### src/common/pmm_defines.svh
`ifndef PMM_DEFINES_SVH
`define PMM_DEFINES_SVH
// Register byte addresses
`define PMM_ADDR_ACT_TPL   12'h000
`define PMM_ADDR_ALT_TPL   12'h004
`define PMM_ADDR_MODE_REQ  12'h008
`define PMM_ADDR_WAKE_EN   12'h00c
`define PMM_ADDR_BOOST     12'h010
`define PMM_ADDR_CTW       12'h014
`define PMM_ADDR_STATUS    12'h018
`define PMM_ADDR_WAKE_SRC  12'h01c
// Mode request codes
`define PMM_REQ_ACTIVE     2'h0
`define PMM_REQ_ALT        2'h1
`define PMM_REQ_SLEEP      2'h2
`define PMM_REQ_HIBERNATE  2'h3
// Template layout, bit 0 is the CPU
`define PMM_CPU_BIT        0
`define PMM_TPL_RESET      8'hff
`define PMM_ALT_RESET      8'hfe
// Wake enable bits
`define PMM_WK_PERIPH      0
`define PMM_WK_SUPERV      1
`define PMM_WK_CTW         2
`define PMM_WK_PIN         3
`define PMM_WK_RESET       4'hf
// Synchroniser idle levels, every source inactive
`define PMM_SYNC_IDLE      6'h07
// Resume times and clock period in ns, then timewheel reset period
`define PMM_SLEEP_RESUME_NS 15000
`define PMM_HIB_RESUME_NS   100000
`define PMM_CLK_NS          4
`define PMM_CTW_RESET       32'h0000_ffff
`endif

### src/common/pmm_pkg.sv
`default_nettype none
package pmm_pkg;
	typedef enum logic [2:0] {
		PMM_ACTIVE,
		PMM_ALT_ACTIVE,
		PMM_SLEEP,
		PMM_HIBERNATE,
		PMM_RESUME
	} pmm_state_t;
endpackage : pmm_pkg
`default_nettype wire

### src/core/pmm_power_mode_manager.sv
// What this block does
// Active mode applies active template bits
// Disabled subsystem has its clock gated
// Firmware may change templates any time
// CPU may disable itself, wakeup restores
// Wakeup forces active mode, CPU on
// Active mode after reset
// Alternate active uses smaller alternate template
// Sleep exit waits 15 us resume
// Hibernate disables functions, keeps state
// Hibernate holds outputs and pin settings
// Hibernate exits on pin interrupt, under 100 us
// Pins toggle no faster than 10 kHz, not limited or checked by this block
// Separately enabled wakeup interrupt sources
// Central timewheel raises periodic interrupts
// Reset sources act as wakeup events
// Boost has active and standby modes
// Boost active in active modes
// Sleep allows boost standby with refresh
// Hibernate allows only boost active
// Sleep disables most resources regardless
// Only known firmware mode requests leave active
//
// The register addresses and register access over APB were decided locally.
`timescale 1ns/1ns
`default_nettype none
`include "pmm_defines.svh"
module pmm_power_mode_manager #(
	parameter int NSUB         = 8,
	parameter int SLEEP_CYCLES = (`PMM_SLEEP_RESUME_NS + `PMM_CLK_NS - 1)
	                             / `PMM_CLK_NS,
	// Margin for pin sync and enable register keeps exit under limit
	parameter int HIB_CYCLES   = `PMM_HIB_RESUME_NS / `PMM_CLK_NS - 5
) (
	input  wire logic             clk,
	input  wire logic             resetn,
	input  wire logic             clkEn,
	input  wire logic             psel,
	input  wire logic             penable,
	input  wire logic             pwrite,
	input  wire logic [11:0]      paddr,
	input  wire logic [31:0]      pwdata,
	output var  logic [31:0]      prdata,
	output var  logic             pready,
	output var  logic             pslverr,
	input  wire logic             periphIrq,
	input  wire logic             supervisorIrq,
	input  wire logic             pinIrq,
	input  wire logic             external_reset_pin,
	input  wire logic             watchdog_reset_source,
	input  wire logic             precise_low_voltage_reset,
	input  wire logic [NSUB-1:0]  subClkIn,
	output var  logic [NSUB-1:0]  subEnable,
	output var  logic [NSUB-1:0]  subClkOut,
	output var  logic             stateHold,
	output var  logic             boostStandby,
	output var  logic             ctwIrq,
	output var  logic [2:0]       globalMode
);
	// ==========================================================
	// Input synchronisers
	// ==========================================================
	logic [5:0] syncA;
	logic [5:0] syncB;
	logic       periphS;
	logic       supervS;
	logic       pinS;
	logic       xresS;
	logic       wdtS;
	logic       presS;

	// Two stages for every outside level
	always_ff @(posedge clk or negedge resetn) begin
		if (!resetn) begin
			syncA <= `PMM_SYNC_IDLE;
			syncB <= `PMM_SYNC_IDLE;
		end else if (clkEn) begin
			syncA <= {periphIrq, supervisorIrq, pinIrq,
			          external_reset_pin, ~watchdog_reset_source,
			          ~precise_low_voltage_reset};
			syncB <= syncA;
		end
	end
	assign periphS = syncB[5];
	assign supervS = syncB[4];
	assign pinS    = syncB[3];
	assign xresS   = ~syncB[2];
	assign wdtS    = ~syncB[1];
	assign presS   = ~syncB[0];

	// ==========================================================
	// Registers
	// ==========================================================
	pmm_pkg::pmm_state_t state;
	pmm_pkg::pmm_state_t next_state;
	logic [NSUB-1:0] actTpl;
	logic [NSUB-1:0] altTpl;
	logic [3:0]      wakeEn;
	logic            boostStbyReq;
	logic [31:0]     ctwPeriod;
	logic [31:0]     ctwCount;
	logic [4:0]      wakeSrc;
	logic            cpuForce;
	logic [31:0]     resumeCnt;
	logic [1:0]      reqMode;
	logic            reqValid;
	logic            wrStb;
	logic            rdStb;
	logic            resetWake;
	logic            irqWake;
	logic            wake;
	logic [4:0]      wakeNow;

	// Address decode of the mapped registers
	function automatic logic decodeOk(input logic [11:0] a);
		decodeOk = (a == `PMM_ADDR_ACT_TPL) || (a == `PMM_ADDR_ALT_TPL)
			|| (a == `PMM_ADDR_MODE_REQ) || (a == `PMM_ADDR_WAKE_EN)
			|| (a == `PMM_ADDR_BOOST) || (a == `PMM_ADDR_CTW)
			|| (a == `PMM_ADDR_STATUS) || (a == `PMM_ADDR_WAKE_SRC);
	endfunction : decodeOk

	// Zero-wait APB, write taken in access phase
	assign pready  = 1'b1;
	assign wrStb   = psel && penable && pwrite && clkEn;
	assign rdStb   = psel && penable && !pwrite;
	assign pslverr = psel && penable && !decodeOk(paddr);

	// Template registers, writable in any mode
	always_ff @(posedge clk or negedge resetn) begin
		if (!resetn) begin
			actTpl <= NSUB'(`PMM_TPL_RESET);
			altTpl <= NSUB'(`PMM_ALT_RESET);
		end else if (wrStb) begin
			if (paddr == `PMM_ADDR_ACT_TPL)
				actTpl <= pwdata[NSUB-1:0];
			if (paddr == `PMM_ADDR_ALT_TPL)
				altTpl <= pwdata[NSUB-1:0];
		end
	end

	// Wake enables, boost and timewheel settings
	always_ff @(posedge clk or negedge resetn) begin
		if (!resetn) begin
			wakeEn       <= `PMM_WK_RESET;
			boostStbyReq <= 1'b0;
			ctwPeriod    <= `PMM_CTW_RESET;
		end else if (wrStb) begin
			if (paddr == `PMM_ADDR_WAKE_EN)
				wakeEn <= pwdata[3:0];
			if (paddr == `PMM_ADDR_BOOST)
				boostStbyReq <= pwdata[0];
			if (paddr == `PMM_ADDR_CTW)
				ctwPeriod <= pwdata;
		end
	end

	// Mode request decode
	assign reqMode  = pwdata[1:0];
	assign reqValid = wrStb && (paddr == `PMM_ADDR_MODE_REQ)
		&& (pwdata[31:2] == 30'h0);

	// Read mux
	always_comb begin
		prdata = 32'h0;
		if (rdStb) begin
			unique case (paddr)
				`PMM_ADDR_ACT_TPL:  prdata = 32'(actTpl);
				`PMM_ADDR_ALT_TPL:  prdata = 32'(altTpl);
				`PMM_ADDR_MODE_REQ: prdata = 32'(globalMode);
				`PMM_ADDR_WAKE_EN:  prdata = 32'(wakeEn);
				`PMM_ADDR_BOOST:    prdata = {31'h0, boostStbyReq};
				`PMM_ADDR_CTW:      prdata = ctwPeriod;
				`PMM_ADDR_STATUS:   prdata = {28'h0, cpuForce, globalMode};
				`PMM_ADDR_WAKE_SRC: prdata = 32'(wakeSrc);
				default:            prdata = 32'h0;
			endcase
		end
	end

	// ==========================================================
	// Central timewheel
	// ==========================================================
	// Periodic pulse, runs in every mode but hibernate
	always_ff @(posedge clk or negedge resetn) begin
		if (!resetn) begin
			ctwCount <= 32'h0;
			ctwIrq   <= 1'b0;
		end else if (clkEn) begin
			ctwIrq <= 1'b0;
			if (state == pmm_pkg::PMM_HIBERNATE) begin
				ctwCount <= 32'h0;
			end else if (ctwCount >= ctwPeriod) begin
				ctwCount <= 32'h0;
				ctwIrq   <= 1'b1;
			end else begin
				ctwCount <= ctwCount + 32'h1;
			end
		end
	end

	// ==========================================================
	// Wakeup events
	// ==========================================================
	assign resetWake = xresS || wdtS || presS;
	assign wakeNow = {resetWake,
		pinS && wakeEn[`PMM_WK_PIN],
		ctwIrq && wakeEn[`PMM_WK_CTW],
		supervS && wakeEn[`PMM_WK_SUPERV],
		periphS && wakeEn[`PMM_WK_PERIPH]};
	always_comb begin
		irqWake = 1'b0;
		unique case (state)
			pmm_pkg::PMM_HIBERNATE: irqWake = wakeNow[3];
			default:                irqWake = |wakeNow[3:0];
		endcase
	end
	assign wake = irqWake || resetWake;

	// Latch which sources woke the device, cleared by reading
	always_ff @(posedge clk or negedge resetn) begin
		if (!resetn) begin
			wakeSrc <= 5'h0;
		end else if (clkEn) begin
			if (wake && state != pmm_pkg::PMM_RESUME)
				wakeSrc <= wakeSrc | wakeNow; // Set beats clear
			else if (rdStb && paddr == `PMM_ADDR_WAKE_SRC)
				wakeSrc <= 5'h0;
		end
	end

	// ==========================================================
	// Mode state machine
	// ==========================================================
	always_comb begin
		next_state = state;
		unique case (state)
			pmm_pkg::PMM_ACTIVE, pmm_pkg::PMM_ALT_ACTIVE: begin
				if (resetWake)
					next_state = pmm_pkg::PMM_ACTIVE;
				else if (state == pmm_pkg::PMM_ALT_ACTIVE && irqWake)
					next_state = pmm_pkg::PMM_ACTIVE;
				else if (reqValid) begin
					unique case (reqMode)
						`PMM_REQ_ACTIVE:    next_state = pmm_pkg::PMM_ACTIVE;
						`PMM_REQ_ALT:       next_state = pmm_pkg::PMM_ALT_ACTIVE;
						`PMM_REQ_SLEEP:     next_state = pmm_pkg::PMM_SLEEP;
						`PMM_REQ_HIBERNATE: next_state = pmm_pkg::PMM_HIBERNATE;
					endcase
				end
			end
			pmm_pkg::PMM_SLEEP, pmm_pkg::PMM_HIBERNATE: begin
				if (wake)
					next_state = pmm_pkg::PMM_RESUME;
			end
			pmm_pkg::PMM_RESUME: begin
				if (resumeCnt == 32'h0)
					next_state = pmm_pkg::PMM_ACTIVE;
			end
			default: next_state = pmm_pkg::PMM_ACTIVE;
		endcase
	end

	// State register, active after reset
	always_ff @(posedge clk or negedge resetn) begin
		if (!resetn)
			state <= pmm_pkg::PMM_ACTIVE;
		else if (clkEn)
			state <= next_state;
	end

	// Resume counter, length picked by the mode left
	always_ff @(posedge clk or negedge resetn) begin
		if (!resetn) begin
			resumeCnt <= 32'h0;
		end else if (clkEn) begin
			if (state == pmm_pkg::PMM_SLEEP && wake)
				resumeCnt <= 32'(SLEEP_CYCLES - 1);
			else if (state == pmm_pkg::PMM_HIBERNATE && wake)
				resumeCnt <= 32'(HIB_CYCLES - 1);
			else if (resumeCnt != 32'h0)
				resumeCnt <= resumeCnt - 32'h1;
		end
	end

	// CPU forced on from any wakeup until firmware rewrites
	always_ff @(posedge clk or negedge resetn) begin
		if (!resetn) begin
			cpuForce <= 1'b0;
		end else if (clkEn) begin
			if (wake && next_state != state
					&& next_state != pmm_pkg::PMM_HIBERNATE)
				cpuForce <= 1'b1;
			else if (wake && state == pmm_pkg::PMM_ACTIVE)
				cpuForce <= 1'b1;
			else if (wrStb && paddr == `PMM_ADDR_ACT_TPL)
				cpuForce <= 1'b0;
		end
	end

	// ==========================================================
	// Outputs
	// ==========================================================
	// Enables per mode, registered
	always_ff @(posedge clk or negedge resetn) begin
		if (!resetn) begin
			subEnable <= NSUB'(`PMM_TPL_RESET);
		end else if (clkEn) begin
			unique case (state)
				pmm_pkg::PMM_ACTIVE: begin
					subEnable <= actTpl;
					subEnable[`PMM_CPU_BIT] <= actTpl[`PMM_CPU_BIT]
						| cpuForce;
				end
				pmm_pkg::PMM_ALT_ACTIVE:
					subEnable <= altTpl;
				default:
					subEnable <= '0;
			endcase
		end
	end

	// Clock gating of disabled subsystems
	assign subClkOut = subClkIn & subEnable;

	// Hold outputs, config and pin interrupt setup in hibernate
	assign stateHold = (state == pmm_pkg::PMM_HIBERNATE);

	// Standby allowed only in sleep
	assign boostStandby = (state == pmm_pkg::PMM_SLEEP)
		&& boostStbyReq;

	assign globalMode = 3'(state);

	// ==========================================================
	// Checks
	// ==========================================================
	chk_boost_active_modes: assert property (@(posedge clk)
		disable iff (!resetn)
		(state != pmm_pkg::PMM_SLEEP) |-> !boostStandby)
		else $error("boost standby outside sleep");

	chk_sleep_resume_len: assert property (@(posedge clk)
		disable iff (!resetn)
		(clkEn && state == pmm_pkg::PMM_SLEEP && wake) |=>
		(state == pmm_pkg::PMM_RESUME && resumeCnt == 32'(SLEEP_CYCLES - 1)))
		else $error("sleep resume count wrong");

	chk_reset_wakes: assert property (@(posedge clk)
		disable iff (!resetn)
		(clkEn && resetWake && (state == pmm_pkg::PMM_ACTIVE
			|| state == pmm_pkg::PMM_ALT_ACTIVE)) |=>
		state == pmm_pkg::PMM_ACTIVE)
		else $error("reset source did not return to active");

	chk_hib_pin_only: assert property (@(posedge clk)
		disable iff (!resetn)
		(clkEn && state == pmm_pkg::PMM_HIBERNATE && !wakeNow[3]
			&& !resetWake) |=> state == pmm_pkg::PMM_HIBERNATE)
		else $error("hibernate left without pin wake");

	chk_sleep_gated: assert property (@(posedge clk)
		disable iff (!resetn)
		(clkEn && state == pmm_pkg::PMM_SLEEP) |=> subEnable == '0)
		else $error("resources enabled in sleep");

	chk_active_template: assert property (@(posedge clk)
		disable iff (!resetn)
		(clkEn && state == pmm_pkg::PMM_ACTIVE && !cpuForce) |=>
		subEnable == $past(actTpl))
		else $error("active enables differ from template");

	chk_alt_template: assert property (@(posedge clk)
		disable iff (!resetn)
		(clkEn && state == pmm_pkg::PMM_ALT_ACTIVE) |=>
		subEnable == $past(altTpl))
		else $error("alternate enables differ from template");

	chk_bad_req_ignored: assert property (@(posedge clk)
		disable iff (!resetn)
		(clkEn && state == pmm_pkg::PMM_ACTIVE && wrStb && !resetWake
			&& paddr == `PMM_ADDR_MODE_REQ && pwdata[31:2] != 30'h0)
		|=> state == pmm_pkg::PMM_ACTIVE)
		else $error("unknown mode request acted on");

	chk_clock_gate: assert property (@(posedge clk)
		disable iff (!resetn)
		!subEnable[0] |-> !subClkOut[0])
		else $error("disabled subsystem clock running");

	chk_cpu_on_wake: assert property (@(posedge clk)
		disable iff (!resetn)
		(clkEn && state == pmm_pkg::PMM_RESUME && resumeCnt == 32'h0)
		|=> cpuForce ##1 subEnable[`PMM_CPU_BIT] || !clkEn)
		else $error("cpu not enabled after wake");
endmodule : pmm_power_mode_manager
`default_nettype wire

### config.mk
export PLATFORM = sky130hd
export DESIGN_NAME = pmm_power_mode_manager
export DESIGN_NICKNAME = d
export VERILOG_FILES = /design/src/common/pmm_pkg.sv /design/src/core/pmm_power_mode_manager.sv
export VERILOG_INCLUDE_DIRS = /design/src /design/src/common
export SDC_FILE = /design/constraint.sdc
export NUM_CORES = 1
export LEC_CHECK = 0
export BUFFER_PORTS_ARGS = -buffer_cell sky130_fd_sc_hd__buf_2
export CORE_UTILIZATION = 55
export DETAILED_ROUTE_END_ITERATION = 7
export GPL_ROUTABILITY_DRIVEN = 0
export PLACE_DENSITY = 0.83
export SETUP_SLACK_MARGIN = 0.05
export SYNTH_ARGS = -nofsm -noshare
export SYNTH_HDL_FRONTEND = slang
export SYNTH_SLANG_ARGS = --single-unit
export TNS_END_PERCENT = 50
### constraint.sdc
create_clock -name clk -period 3.2 [get_ports clk]
set_input_delay 0 -clock clk [delete_from_list [all_inputs] [get_ports clk]]
set_output_delay 0 -clock clk [all_outputs]
set_load 0.02 [all_outputs]
==> metrics <==
status finished, violations left; failing checks DRC; first-pass GRT wire length 36,750 um; drt via density 6.256; Setup crit end kind register; die span in y 124.9 um; DR WL/cell 17.81 um; H-tree depth 4; crit path to resumeCnt[16]$_DFFE_PN0P_; Post-CTS Setup Inserts 0; Synth Flop Type dfrtp_1; min cycle time layout 2.924 ns; asr flop ratio synth 100.0%; skew final 0.01042 ns; peak supply drop 0.4491 mV; final setup fails 0; Fin. Hold Viols 0; number of remaining DRC errors 29; Diodes inserted 0; utilization after layout 70.00%; GRT Resource Usage Total 29.54%; share of cells above drive strength 1 24.34%; Die Wd 124.9 um; Lkg Pwr 4.713 nW; Critical Path RT 3.51 ns; largest net degree at the start of global routing 75; clock sinks 147; Detailed Place HPWL 14,610 um; Detail Route Antenna Nets 0; flop-to-flop setup slack 0.28 ns; R2R Path End resumeCnt[16]$_DFFE_PN0P_; Startpoint Class register; Max Cap Violations 0; Yosys top cell area share 29.52%; CP Data Arrival Time 3.24 ns; Setup TNS 0 ns; Starting Density 56.73%; Clock transition at path regs 0.06 ns; worst r2r src resumeCnt[14]$_DFFE_PN0P_; CTS tree built; RSZ-0062 raised after global routing no; Synth Cell Area 8308 um^2; Via Count 7,833; Slew @ Worst Pin 0.8301 ns; drt first pass iters 8; PwrDens 503.1 nW/um^2; total of fill cells in the finished design 1,063; final period utilization 91.38%; clk buf depth 2; crit path from resumeCnt[14]$_DFFE_PN0P_; FMAX 0.3420 GHz; Reg power frac 42.9%; top cells by area, synth dfrtp_1 30%, dfstp_2 15%, ha_1 5.1%, nand2_1 4.6%, o21ai_0 4.1%; core area 14,640 um^2; EDFF count, synth 0; initial antenna violation count 1; number of global-route vias before repair 7,601; Slew Limit Fails 0; Clock Power Share 45.9%; area grow syn2layout 23.39%; syn_nets 994; CTS resizes 0; CTS hold repair buffers 40; Max-slew headroom 44.46%; row count 44; clock latency on the worst-skew pair 0.43 ns; GR Overflow Total 0; I/O pin cnt 120; worst r2r path cells 7; Seq cells post-synth 147; synth warn 0; worst setup path category reg2reg; Post-Route WL 22,300 um; min-delay worst type in2reg; Die Area 15,600 um^2; nets 1,153; combinational power share 11.2%; switching part of the total 25.26%; Root Buffer clkbuf_16; Sw Pwr 1.303 mW; drt initial violations 861; IO buf count 118; Avg Inst Size Synth 9.272 um^2; Seq/Total Area, Yosys 45.02%; Yosys cell types 69; Post-Syn Instances 896; internal power 3.855 mW; crit-path max FO 10; CTS Buf Count 17; Synth area leader dfrtp_1
[synth_stat cells, drive strengths merged, types with 14 or more instances]
cell    count
nand2     101
dfrtp      98
nor2       71
o21ai      68
dfstp      49
inv        46
clkbuf     37
ha         34
nor3       34
and3       30
nand3      30
a21oi      28
mux2       28
nand4      23
a31oi      20
nor4       18
or3        14
[layer usage]
metal  routed length (um)  part of all wire, %  global-route usage, %
met1                 9334                   42                  37.31
met2                10700                   48                  49.41
met3                 1531                  6.9                  6.143
met4                  714                  3.2                  12.77
met5                   15                0.067                      0
[kinds of logic after synthesis]
kind of cell	count (synthesis)	synth area share, %
adders and majority gates	34	5.121
other	1	0.04514
muxes	41	5.361
buffers and inverters	86	4.036
DFF	147	45.01
and+or+nand+nor	367	22.38
AOI/OAI and AO/OA	205	16.46
xor gates and xnor gates	15	1.581
[metrics by stage]
stage	setup WS, ns	total power, mW	cell area (um^2)	instances	hold slack [ns]
6_report	0.2758	5.158	10250	1252	0.1064
5_1_grt	0.05129	5.330	10250	1252	0.1702
4_1_cts	0.3142	5.147	10250	1252	0.09195
3_5_place_dp	0.3338	2.760	9155	1180	0.06584
3_3_place_gp	0.4144	2.737	9155	1180	0.06356
2_1_floorplan	0.4193	2.543	8308	896	-0.2956
[placed cells by master, fill, tap and decap left out, types with 5 or more instances in the layout]
master and n:
buf_2 117, nand2_1 101, dfrtp_1 98, nor2_1 71, o21ai_0 68, dfstp_2 49
inv_1 45, dlygate4sd3_1 40, ha_1 34, nor3_1 32, and3_1 30, nand3_1 30
a21oi_1 28, mux2_2 28, nand4_1 23, buf_4 21, a31oi_1 20, clkbuf_16 17
nor4_1 16, or3_1 14, mux2i_1 13, and2_1 12, xnor2_1 11, a22oi_1 10
o2bb2ai_1 9, or4_1 8, o211ai_1 8, o311ai_0 8, a22o_1 7, bufinv_16 7
nand2b_1 5
[flip-flops by register name, summed over array words and instances, names as in the netlist, 5 cells and up]
register   cells
actTpl         8
ctwPeriod     32
resumeCnt     32
altTpl         8
ctwCount      32
subEnable      8
wakeSrc        5
syncB          6
syncA          6
[layout make-up]
| type | instances | area, um^2 | share of cell area (%) |
|---|---|---|---|
| Inverter | 46 | 172.7 | 1.684 |
| Tap cell | 184 | 230.2 | 2.246 |
| Multi-Input combinational cell | 663 | 4238 | 41.34 |
| Sequential cell | 147 | 3740 | 36.48 |
| Timing Repair Buffer | 180 | 1175 | 11.46 |
| Clock buffer | 18 | 439.2 | 4.284 |
| Clock inverter | 14 | 256.5 | 2.502 |
[critical path, cell delays in order, from the launching register on]
cell       delay, ns
dfrtp_1         0.45
or4_1           0.64
nand3b_1        0.34
a2111oi_2       0.56
or3_1           0.47
nor3_1          0.11
xnor2_1         0.17
nor2_1          0.05
[worst min-delay path by stage]
stage | startpoint | to | slack [ns] | depth (start not counted)
global route | pwrite | cpuForce$_DFFE_PN0P_ | 0.17 | 4
CTS | pwrite | cpuForce$_DFFE_PN0P_ | 0.09 | 4
finish | pwrite | cpuForce$_DFFE_PN0P_ | 0.11 | 4
floorplan | resetn | altTpl[0]$_DFFE_PN0P_ | -0.30 | 0
detailed placement | resetn | ctwPeriod[16]$_DFFE_PN0P_ | 0.07 | 1
global placement | resetn | ctwPeriod[17]$_DFFE_PN0P_ | 0.06 | 1
[power by group through the flow]
stage / clock network (mW) / registers [mW] / logic, mW
after floorplan: 0 / 2.17 / 0.368
after global placement: 0 / 2.22 / 0.514
after detailed placement: 0 / 2.23 / 0.532
after CTS: 2.37 / 2.20 / 0.578
after global routing: 2.44 / 2.24 / 0.649
final: 2.37 / 2.21 / 0.578
Note: power is estimated with default switching activity, not from simulation.
